$ cat config.mk
export PLATFORM = sky130hd
export DESIGN_NAME = ssep_port
export DESIGN_NICKNAME = d
export VERILOG_FILES = /design/src/verilog/ssep_port.v /design/src/verilog/ssep_sync.v
export VERILOG_INCLUDE_DIRS = /design/src /design/src/verilog
export SDC_FILE = /design/constraint.sdc
export NUM_CORES = 1
export LEC_CHECK = 0
export ABC_CLOCK_PERIOD_IN_PS = 3420
export BUFFER_PORTS_ARGS = -buffer_cell sky130_fd_sc_hd__clkbuf_2
export CAP_MARGIN = 5
export CORE_MARGIN = 8
export CORE_UTILIZATION = 52
export DETAILED_ROUTE_END_ITERATION = 7
export PLACE_DENSITY_LB_ADDON = 0.2
export SYNTH_ARGS = -nofsm -noshare
export SYNTH_HDL_FRONTEND = slang
export SYNTH_SLANG_ARGS = --single-unit
$ cat constraint.sdc
create_clock -name ref_clk -period 3.42 [get_ports ref_clk]
set_clock_uncertainty 0.15 [all_clocks]
set_input_delay 0.855 -clock ref_clk [delete_from_list [all_inputs] [get_ports ref_clk]]
set_output_delay 0.855 -clock ref_clk [all_outputs]
set_load 0.05 [all_outputs]
$ cat src/verilog/ssep_consts.vh
// ssep_consts.vh: register map, field positions and reset values
// of the synchronous serial expansion port.
// assumes a 32-bit APB slave; indices are word indices (byte = 4 x index).
`ifndef SSEP_CONSTS_VH
`define SSEP_CONSTS_VH

// register word indices
`define SSEP_IDX_CTRL   10'h02a
`define SSEP_IDX_FLAGS  10'h02b
`define SSEP_IDX_BYTE   10'h02c

// control register fields
`define SSEP_CTL_RATE_LO 0
`define SSEP_CTL_RATE_HI 1
`define SSEP_CTL_PHASE   2
`define SSEP_CTL_IDLE    3
`define SSEP_CTL_ROLE    4
`define SSEP_CTL_ORDER   5
`define SSEP_CTL_ENABLE  6
`define SSEP_CTL_NOFAULT 7

// flags register fields
`define SSEP_FLG_FAULT 4
`define SSEP_FLG_OVF   5
`define SSEP_FLG_WRITE_COLLISION_FLAG  6
`define SSEP_FLG_DONE  7

// reset values
`define SSEP_CTRL_RST 8'h00
`define SSEP_BYTE_RST 8'h00

// half periods of the shift clock in system clocks (ratio / 2)
`define SSEP_HALF_DIV4  6'h02
`define SSEP_HALF_DIV8  6'h04
`define SSEP_HALF_DIV16 6'h08
`define SSEP_HALF_DIV64 6'h20

// shift clock edges in one byte, last edge index
`define SSEP_LAST_EDGE 4'hf
`define SSEP_LAST_BIT  4'h7

`endif

$ cat src/verilog/ssep_port.v
// ssep_port.v: synchronous serial expansion port, master or slave,
// with an APB register slave for control, flags and data byte.
// assumes one 25 MHz clock; pins and link clock are asynchronous and
// pass two flip-flops; the pad logic resolves pin, output and enable.
`timescale 1ns/1ps
`include "ssep_consts.vh"

// Summary of operation
// - master rate is clock divided 4/8/16/64
// - slave ignores rate, master clock max fc/4
// - master emits exactly eight clock pulses
// - order bit: 0 bit7 first, 1 bit0
// - control bit 3: clock idle low/high
// - control bit 2 selects clock phase
// - disable waits for running transfer end
// - master data write starts byte exchange
// - write while busy dropped, collision flag
// - collision cleared by flags then data
// - overflow reads zero in master mode
// - slave byte while done set: overflow
// - overflow cleared by access pair, master
// - shift out and in simultaneously
// - slave deselected ignores clock, no capture
// - change on one edge, sample opposite
// - master drives out-line, slave in-line reversed
// - clock pin output master, input slave
// - slave data out enabled with port
// - phase 0: first bit half period early
// - phase 1: data changes at first edge
// - done set after last shift, interrupt
// - shift register holds received byte after
module ssep_port (
  // clock and reset
  input  wire        ref_clk,
  input  wire        sys_rst,
  // apb slave
  input  wire [11:0] paddr,
  input  wire        psel,
  input  wire        penable,
  input  wire        pwrite,
  input  wire [31:0] pwdata,
  output reg  [31:0] prdata,
  output wire        pready,
  output wire        pslverr,
  // serial clock pin
  input  wire        sclk_i,
  output wire        sclk_o,
  output wire        sclk_oe,
  // master-out data pin
  input  wire        mosi_i,
  output wire        mosi_o,
  output wire        mosi_oe,
  // master-in data pin
  input  wire        miso_i,
  output wire        miso_o,
  output wire        miso_oe,
  // slave select, active low
  input  wire        ss_n_i,
  // transfer done event
  output wire        xfer_irq
);

  // control and flags
  reg  [7:0] ctrl_q;
  reg        done_q;
  reg        done_prev_q;
  reg        write_collision_flag_q;
  reg        ovf_q;
  reg        arm_q;
  reg        port_on_q;
  // shift engine
  reg  [7:0] sr_q;
  reg        out_q;
  reg        run_q;
  reg  [3:0] edge_cnt_q;
  reg  [5:0] div_q;
  reg        sclk_q;
  reg  [3:0] sbit_q;
  reg        sclk_prev_q;
  // late capture of the master input line, and the end-of-byte tail
  reg        smp1_q;
  reg        smp2_q;
  reg        fin1_q;
  reg        fin2_q;
  reg [31:0] prdata_q;

  wire [3:0] pins_s;
  wire       sclk_s;
  wire       mosi_s;
  wire       miso_s;
  wire       ss_n_s;

  // pins cross into the clock domain before any logic sees them
  ssep_sync #(
    .WIDTH (4)
  ) u_sync (
    .clk      (ref_clk),
    .rst      (sys_rst),
    .async_in ({ss_n_i, miso_i, mosi_i, sclk_i}),
    .sync_out (pins_s)
  );

  assign sclk_s = pins_s[0];
  assign mosi_s = pins_s[1];
  assign miso_s = pins_s[2];
  assign ss_n_s = pins_s[3];

  // control fields
  // phase from bit 2
  wire       phase     = ctrl_q[`SSEP_CTL_PHASE];
  wire       idle_lvl  = ctrl_q[`SSEP_CTL_IDLE];
  wire       is_master = ctrl_q[`SSEP_CTL_ROLE];
  wire       lsb_first = ctrl_q[`SSEP_CTL_ORDER];
  wire [1:0] rate      = ctrl_q[`SSEP_CTL_RATE_HI:`SSEP_CTL_RATE_LO];

  function [5:0] half_of;
    input [1:0] code;
    begin
      case (code)
        2'b00:   half_of = `SSEP_HALF_DIV4;
        2'b01:   half_of = `SSEP_HALF_DIV8;
        2'b10:   half_of = `SSEP_HALF_DIV16;
        default: half_of = `SSEP_HALF_DIV64;
      endcase
    end
  endfunction

  function out_bit;
    input [7:0] v;
    input       lsb;
    begin
      out_bit = lsb ? v[0] : v[7];
    end
  endfunction

  function [7:0] shift_in;
    input [7:0] v;
    input       lsb;
    input       b;
    begin
      shift_in = lsb ? {b, v[7:1]} : {v[6:0], b};
    end
  endfunction

  // apb decode; zero wait states, unmapped word gives an error
  wire [9:0] widx    = paddr[11:2];
  wire       hit_ctl = (widx == `SSEP_IDX_CTRL);
  wire       hit_flg = (widx == `SSEP_IDX_FLAGS);
  wire       hit_byt = (widx == `SSEP_IDX_BYTE);
  wire       mapped  = (paddr[1:0] == 2'b00) & (hit_ctl | hit_flg | hit_byt);
  wire       access  = psel & penable;
  wire       wr_ctl  = access & pwrite & mapped & hit_ctl;
  wire       rd_flg  = access & ~pwrite & mapped & hit_flg;
  wire       acc_byt = access & mapped & hit_byt;
  wire       wr_byt  = acc_byt & pwrite;

  assign pready  = 1'b1;
  assign pslverr = access & ~mapped;

  wire [7:0] flags_rd = {done_q, write_collision_flag_q, ovf_q & ~is_master, 5'h00};

  // slave framing
  // slave ignores rate
  wire slave_act = port_on_q & ~is_master & ~ss_n_s;
  wire s_edge    = sclk_s ^ sclk_prev_q;
  wire s_lead    = s_edge & (sclk_s != idle_lvl);
  // sample on leading edge for phase 0, trailing for phase 1
  wire s_sample  = s_edge & (s_lead ^ phase);

  // master timing
  wire m_tick    = run_q & (div_q == half_of(rate) - 6'h01);
  // even edge index is a leading edge
  wire m_sample  = ~edge_cnt_q[0] ^ phase;

  // master input bit, taken two cycles after its sample edge
  // the synchroniser delays miso by two clocks, so at the fastest rate
  // a capture at the sample tick itself would still see the previous bit
  wire [7:0] sr_shift  = smp2_q ? shift_in(sr_q, lsb_first, miso_s) : sr_q;

  // transfer in progress, also a selected phase-0 slave
  // the late-capture tail counts as busy so no write lands mid-shift
  wire xfer_busy = run_q | fin1_q | fin2_q | (sbit_q != 4'h0) |
                   (port_on_q & ~is_master & ~phase & ~ss_n_s);

  // read data registered in the setup cycle
  always @* begin
    prdata = prdata_q;
  end

  // capture read data before the access phase
  always @(posedge ref_clk) begin
    if (sys_rst) begin
      prdata_q <= 32'h00000000;
    end else if (psel & ~penable & ~pwrite) begin
      if (hit_ctl & mapped)
        prdata_q <= {24'h000000, ctrl_q};
      else if (hit_flg & mapped)
        prdata_q <= {24'h000000, flags_rd};
      else if (hit_byt & mapped)
        prdata_q <= {24'h000000, sr_q};
      else
        prdata_q <= 32'h00000000;
    end
  end

  // control register, flags and the access-pair clear
  always @(posedge ref_clk) begin
    if (sys_rst) begin
      ctrl_q      <= `SSEP_CTRL_RST;
      port_on_q   <= 1'b0;
      done_prev_q <= 1'b0;
      arm_q       <= 1'b0;
    end else begin
      done_prev_q <= done_q;
      if (wr_ctl)
        ctrl_q <= pwdata[7:0];
      if (!xfer_busy)
        port_on_q <= ctrl_q[`SSEP_CTL_ENABLE];
      // flags read arms, data access fires
      if (rd_flg)
        arm_q <= 1'b1;
      else if (acc_byt)
        arm_q <= 1'b0;
    end
  end

  // shift register, master and slave engines; sets come after clears
  always @(posedge ref_clk) begin
    if (sys_rst) begin
      done_q      <= 1'b0;
      write_collision_flag_q      <= 1'b0;
      ovf_q       <= 1'b0;
      sr_q        <= `SSEP_BYTE_RST;
      out_q       <= 1'b0;
      run_q       <= 1'b0;
      edge_cnt_q  <= 4'h0;
      div_q       <= 6'h00;
      sclk_q      <= 1'b0;
      sbit_q      <= 4'h0;
      sclk_prev_q <= 1'b0;
      smp1_q      <= 1'b0;
      smp2_q      <= 1'b0;
      fin1_q      <= 1'b0;
      fin2_q      <= 1'b0;
    end else begin
      sclk_prev_q <= sclk_s;
      // late-capture pipeline: sample edges and the last edge, two deep
      smp1_q      <= m_tick & m_sample;
      smp2_q      <= smp1_q;
      fin1_q      <= m_tick & (edge_cnt_q == `SSEP_LAST_EDGE);
      fin2_q      <= fin1_q;
      if (acc_byt & arm_q) begin
        done_q <= 1'b0;
        write_collision_flag_q <= 1'b0;
        ovf_q  <= 1'b0;
      end
      if (is_master)
        ovf_q <= 1'b0;
      if (!run_q)
        sclk_q <= idle_lvl;
      if (wr_byt & xfer_busy) begin
        write_collision_flag_q <= 1'b1;
      end else if (wr_byt) begin
        sr_q <= pwdata[7:0];
        if (is_master & port_on_q) begin
          run_q      <= 1'b1;
          edge_cnt_q <= 4'h0;
          div_q      <= 6'h00;
          // phase 0 shows first bit now
          if (!phase)
            out_q <= out_bit(pwdata[7:0], lsb_first);
        end
      end
      if (run_q) begin
        if (m_tick) begin
          div_q      <= 6'h00;
          edge_cnt_q <= edge_cnt_q + 4'h1;
          sclk_q     <= ~sclk_q;
          if (!m_sample)
            out_q <= out_bit(sr_shift, lsb_first);
          if (edge_cnt_q == `SSEP_LAST_EDGE)
            run_q <= 1'b0;
        end else begin
          div_q <= div_q + 6'h01;
        end
      end
      if (smp2_q)
        sr_q <= sr_shift;
      if (fin2_q)
        done_q <= 1'b1;
      if (!slave_act) begin
        sbit_q <= 4'h0;
      end else if (s_sample) begin
        sr_q   <= shift_in(sr_q, lsb_first, mosi_s);
        sbit_q <= sbit_q + 4'h1;
        if (sbit_q == `SSEP_LAST_BIT) begin
          sbit_q <= 4'h0;
          done_q <= 1'b1;
          if (done_q & ~(acc_byt & arm_q))
            ovf_q <= 1'b1;
        end
      end else if (s_edge) begin
        out_q <= out_bit(sr_q, lsb_first);
      end else if (~phase & (sbit_q == 4'h0) & ~wr_byt) begin
        // phase 0 slave presents first bit early
        out_q <= out_bit(sr_q, lsb_first);
      end
    end
  end

  assign sclk_oe = port_on_q & is_master;
  assign sclk_o  = sclk_q;

  assign mosi_oe = port_on_q & is_master;
  assign mosi_o  = out_q;

  assign miso_oe = port_on_q & ~is_master;
  assign miso_o  = out_q;

  assign xfer_irq = done_q & ~done_prev_q;

endmodule // ssep_port

$ cat src/verilog/ssep_sync.v
// ssep_sync.v: two flip-flop synchroniser for a group of pin inputs.
// assumes the inputs are asynchronous to clk; output is clk-domain.
`timescale 1ns/1ps

module ssep_sync #(
  parameter WIDTH = 4
) (
  // clock and reset
  input  wire             clk,
  input  wire             rst,
  // asynchronous inputs and their synchronised copies
  input  wire [WIDTH-1:0] async_in,
  output wire [WIDTH-1:0] sync_out
);

  reg [WIDTH-1:0] meta_q;
  reg [WIDTH-1:0] sync_q;

  // first stage feeds only the second stage
  always @(posedge clk) begin
    if (rst) begin
      meta_q <= {WIDTH{1'b0}};
      sync_q <= {WIDTH{1'b0}};
    end else begin
      meta_q <= async_in;
      sync_q <= meta_q;
    end
  end

  assign sync_out = sync_q;

endmodule // ssep_sync

==> reports/qor.txt <==
Yosys reg bits - 60
Final setup TNS - 0 ns
Crit share post-route - 0.924
Share of cells above drive strength 1 - 0.224
Largest family of logic cells by synthesized area - simple AND/OR/NAND/NOR gates
# fillers - 561
Worst setup path startpoint - paddr[4]
H-tree depth - 3
Max FO, Critical Path - 3
First drt pass iteration count - 4
CTS tree - yes
CTS clk-pin slew, worst paths - 0.06 ns
Worst slew margin - 0.405
RSZ-0062 raised after global routing - false
Yosys warns - 0
Footprint of the multi-input gates - 0.00173 mm²
Hold Crit Class - flip-flop to flip-flop
Worst-Margin Slew - 0.892 ns
Maximum clock rate - 317 MHz
Initial drt markers - 189
First-pass GRT wire length - 11800 µm
Setup slack after layout - 0.261 ns
Num CTS Buffers - 9
Synth Area in Simple Gates - 0.223
Row count - 28
Cell count after synthesis - 349
Die Ht - 93.6 µm
Compound-gate portion of the synthesized area - 0.157
Global route overflow - 0
Register area - 0.00120 mm²
CTS resizes - 0
Avg WL per Cell - 15.2 µm
Yosys top cell by area - dfxtp_1
Final #Nets - 445
Clk sinks - 60
Lkg Pwr - 1.40 nW
Die area - 0.00876 mm²
Post-DP HPWL - 5210 µm
Die X - 93.6 µm
Antenna diode count - 0
EDFF count, synth - 0
Clock insertion delay at the later pin of the skew report - 0.34 ns
CTS Buffer Depth - 2
Top cell type's share of synthesized area - 0.384
Area share of fa/ha/maj cells after synthesis - 0.0160
Max cap viols - 0
Slew Limit Fails - 0
Routed wire length - 7110 µm
Sequential share of the synthesized area - 0.384
Post-CTS setup buffers - 0
Fin crit period - 3.16 ns
ANT nets after route - 0
VDD IR max - 0.435 mV
Commonest non-fill, non-tap cell in the layout - dfxtp_1
Hold Startpoint - u_sync.meta_q[3]
Starting density of the core - 0.532
Ranking of synthesized cells by area - dfxtp_1, buf_4, mux2i_1
CP Class - primary input to primary output
Final setup viols - 0
DR vias/cell - 5.47
CORE AREA - 0.00589 mm²
Number of global-route vias before repair - 2506
Worst slack at placement - 0.275 ns
Post-route DRC - 0
Area growth syn-to-layout - 12.0%
Design Area, Final - 0.00351 mm²
Clock root cell - clkbuf_8
Placer Congestion - 0.822
Post-Syn Area - 0.00313 mm²
Hold Worst Slack - 0.285 ns
Worst Path Arrival - 2.15 ns
Count of different cell masters after synthesis - 55
Syn Area/Cell - 8.97 µm²
Hold_buf cts - 0
Antenna violations before repair - 0
Async set-reset flop share out of synthesis - 0
Via count - 2561
Prevailing post-synth register cell - dfxtp_1
DP Area - 0.00330 mm²
Startpoint Class - primary input
Top-Level Pins - 94
Worst setup EP type - primary output
Largest net degree at the start of global routing - 37
Status - complete, no violations
Buffers on Ports - 44
Most frequent cells in the layout - dfxtp_1, clkbuf_2, nor2_1, conb_1, nand2_1
Worst EP required - 2.41 ns
Mux contribution to synthesized area - 0.108
Tot GR Track Use - 0.170
Pwr per Cell Area - 430 mW/mm²
XOR/XNOR Fraction of Synth Area - 0.0168
Worst R2R Start - ctrl_q[2]
Final hold vios - 0
-- cells by family (layout without fill, tap and decap cells) --
family	count (synthesis)	in the layout
XOR/XNOR	6	6
multiplexers	31	31
flip-flops	60	60
AO/OA/AOI/OAI	75	75
adder cells (fa/ha/maj)	4	4
other	2	25
buffers and inverters	50	71
AND/OR/NAND/NOR	121	121
-- Yosys cell counts, types with 2 or more instances --
library cell,instances
a221oi_1,7
nand2_1,21
nor3b_1,7
nor4b_1,5
a21oi_1,20
inv_1,6
ha_1,4
a41oi_1,3
o21ai_1,2
o311ai_0,3
conb_1,2
a311oi_1,2
a31oi_1,3
mux2_2,11
or3_1,2
nor3_1,5
o21ai_0,19
buf_2,3
clkbuf_1,12
a22o_1,4
xor2_1,3
xnor2_1,3
o2bb2ai_1,3
nand3_1,5
buf_1,2
and3_1,3
nand2b_1,5
nor2b_1,17
a22oi_1,2
nor4_1,2
dfxtp_1,60
nor3_2,2
buf_4,27
mux2i_1,19
nand4_1,4
or4b_4,2
nor2_1,31
-- state kept, by name, summed over array words and instances (netlist names), 4 cells and up --
name / count
ctrl_q: 8
prdata: 8
sr_q: 8
div_q: 6
edge_cnt_q: 4
sbit_q: 4
u_sync.meta_q: 4
u_sync.sync_out: 4
-- power breakdown --
| part | switching (W) | internal (W) |
|---|---|---|
| Combinational | 0.000117 | 0.0000304 |
| Sequential | 0.00000377 | 0.000708 |
| Clock | 0.000277 | 0.000374 |
| Total | 0.000398 | 0.00111 |
-- per-layer routing --
layer,wire [µm],GRT usage,share of wire,vias to the layer above
met5,0,0,0,-
met4,102,0.0713,0.014,0
met3,436,0.0505,0.061,9
met2,3290,0.271,0.46,69
met1,3280,0.208,0.46,1203
li1,-,-,-,1280
-- worst max-delay path, stage by stage --
cell	delay (ns)
clkbuf_2	0.09
or4b_2	0.73
o21ai_0	0.11
a31oi_1	0.10
clkbuf_2	0.27
-- through the flow --
step                utilization  cells  power [W]
floorplan                     -    372   0.000860
global placement          0.561    452   0.000871
detailed placement        0.561    452   0.000873
CTS                       0.596    468    0.00152
global route              0.596    468    0.00156
finish                    0.596    468    0.00151
-- worst paths after layout --
path | slack, ns | to | cells past startpoint
min | 0.28 | u_sync.sync_out[3] | 1
min reg2reg | 0.28 | u_sync.sync_out[3] | 1
max reg2reg | 0.87 | sr_q[5] | 5
max | 0.26 | pslverr | 5
-- area by class of cell --
| cell class | count | area share |
|---|---|---|
| Inverter | 6 | 0.00642 |
| Tap cell | 75 | 0.0268 |
| Sequential cell | 60 | 0.342 |
| Multi-Input combinational cell | 262 | 0.493 |
| Clock buffer | 12 | 0.0442 |
| Timing Repair Buffer | 49 | 0.0735 |
| Clock inverter | 4 | 0.0136 |
Note: power is estimated with default switching activity, not from simulation.
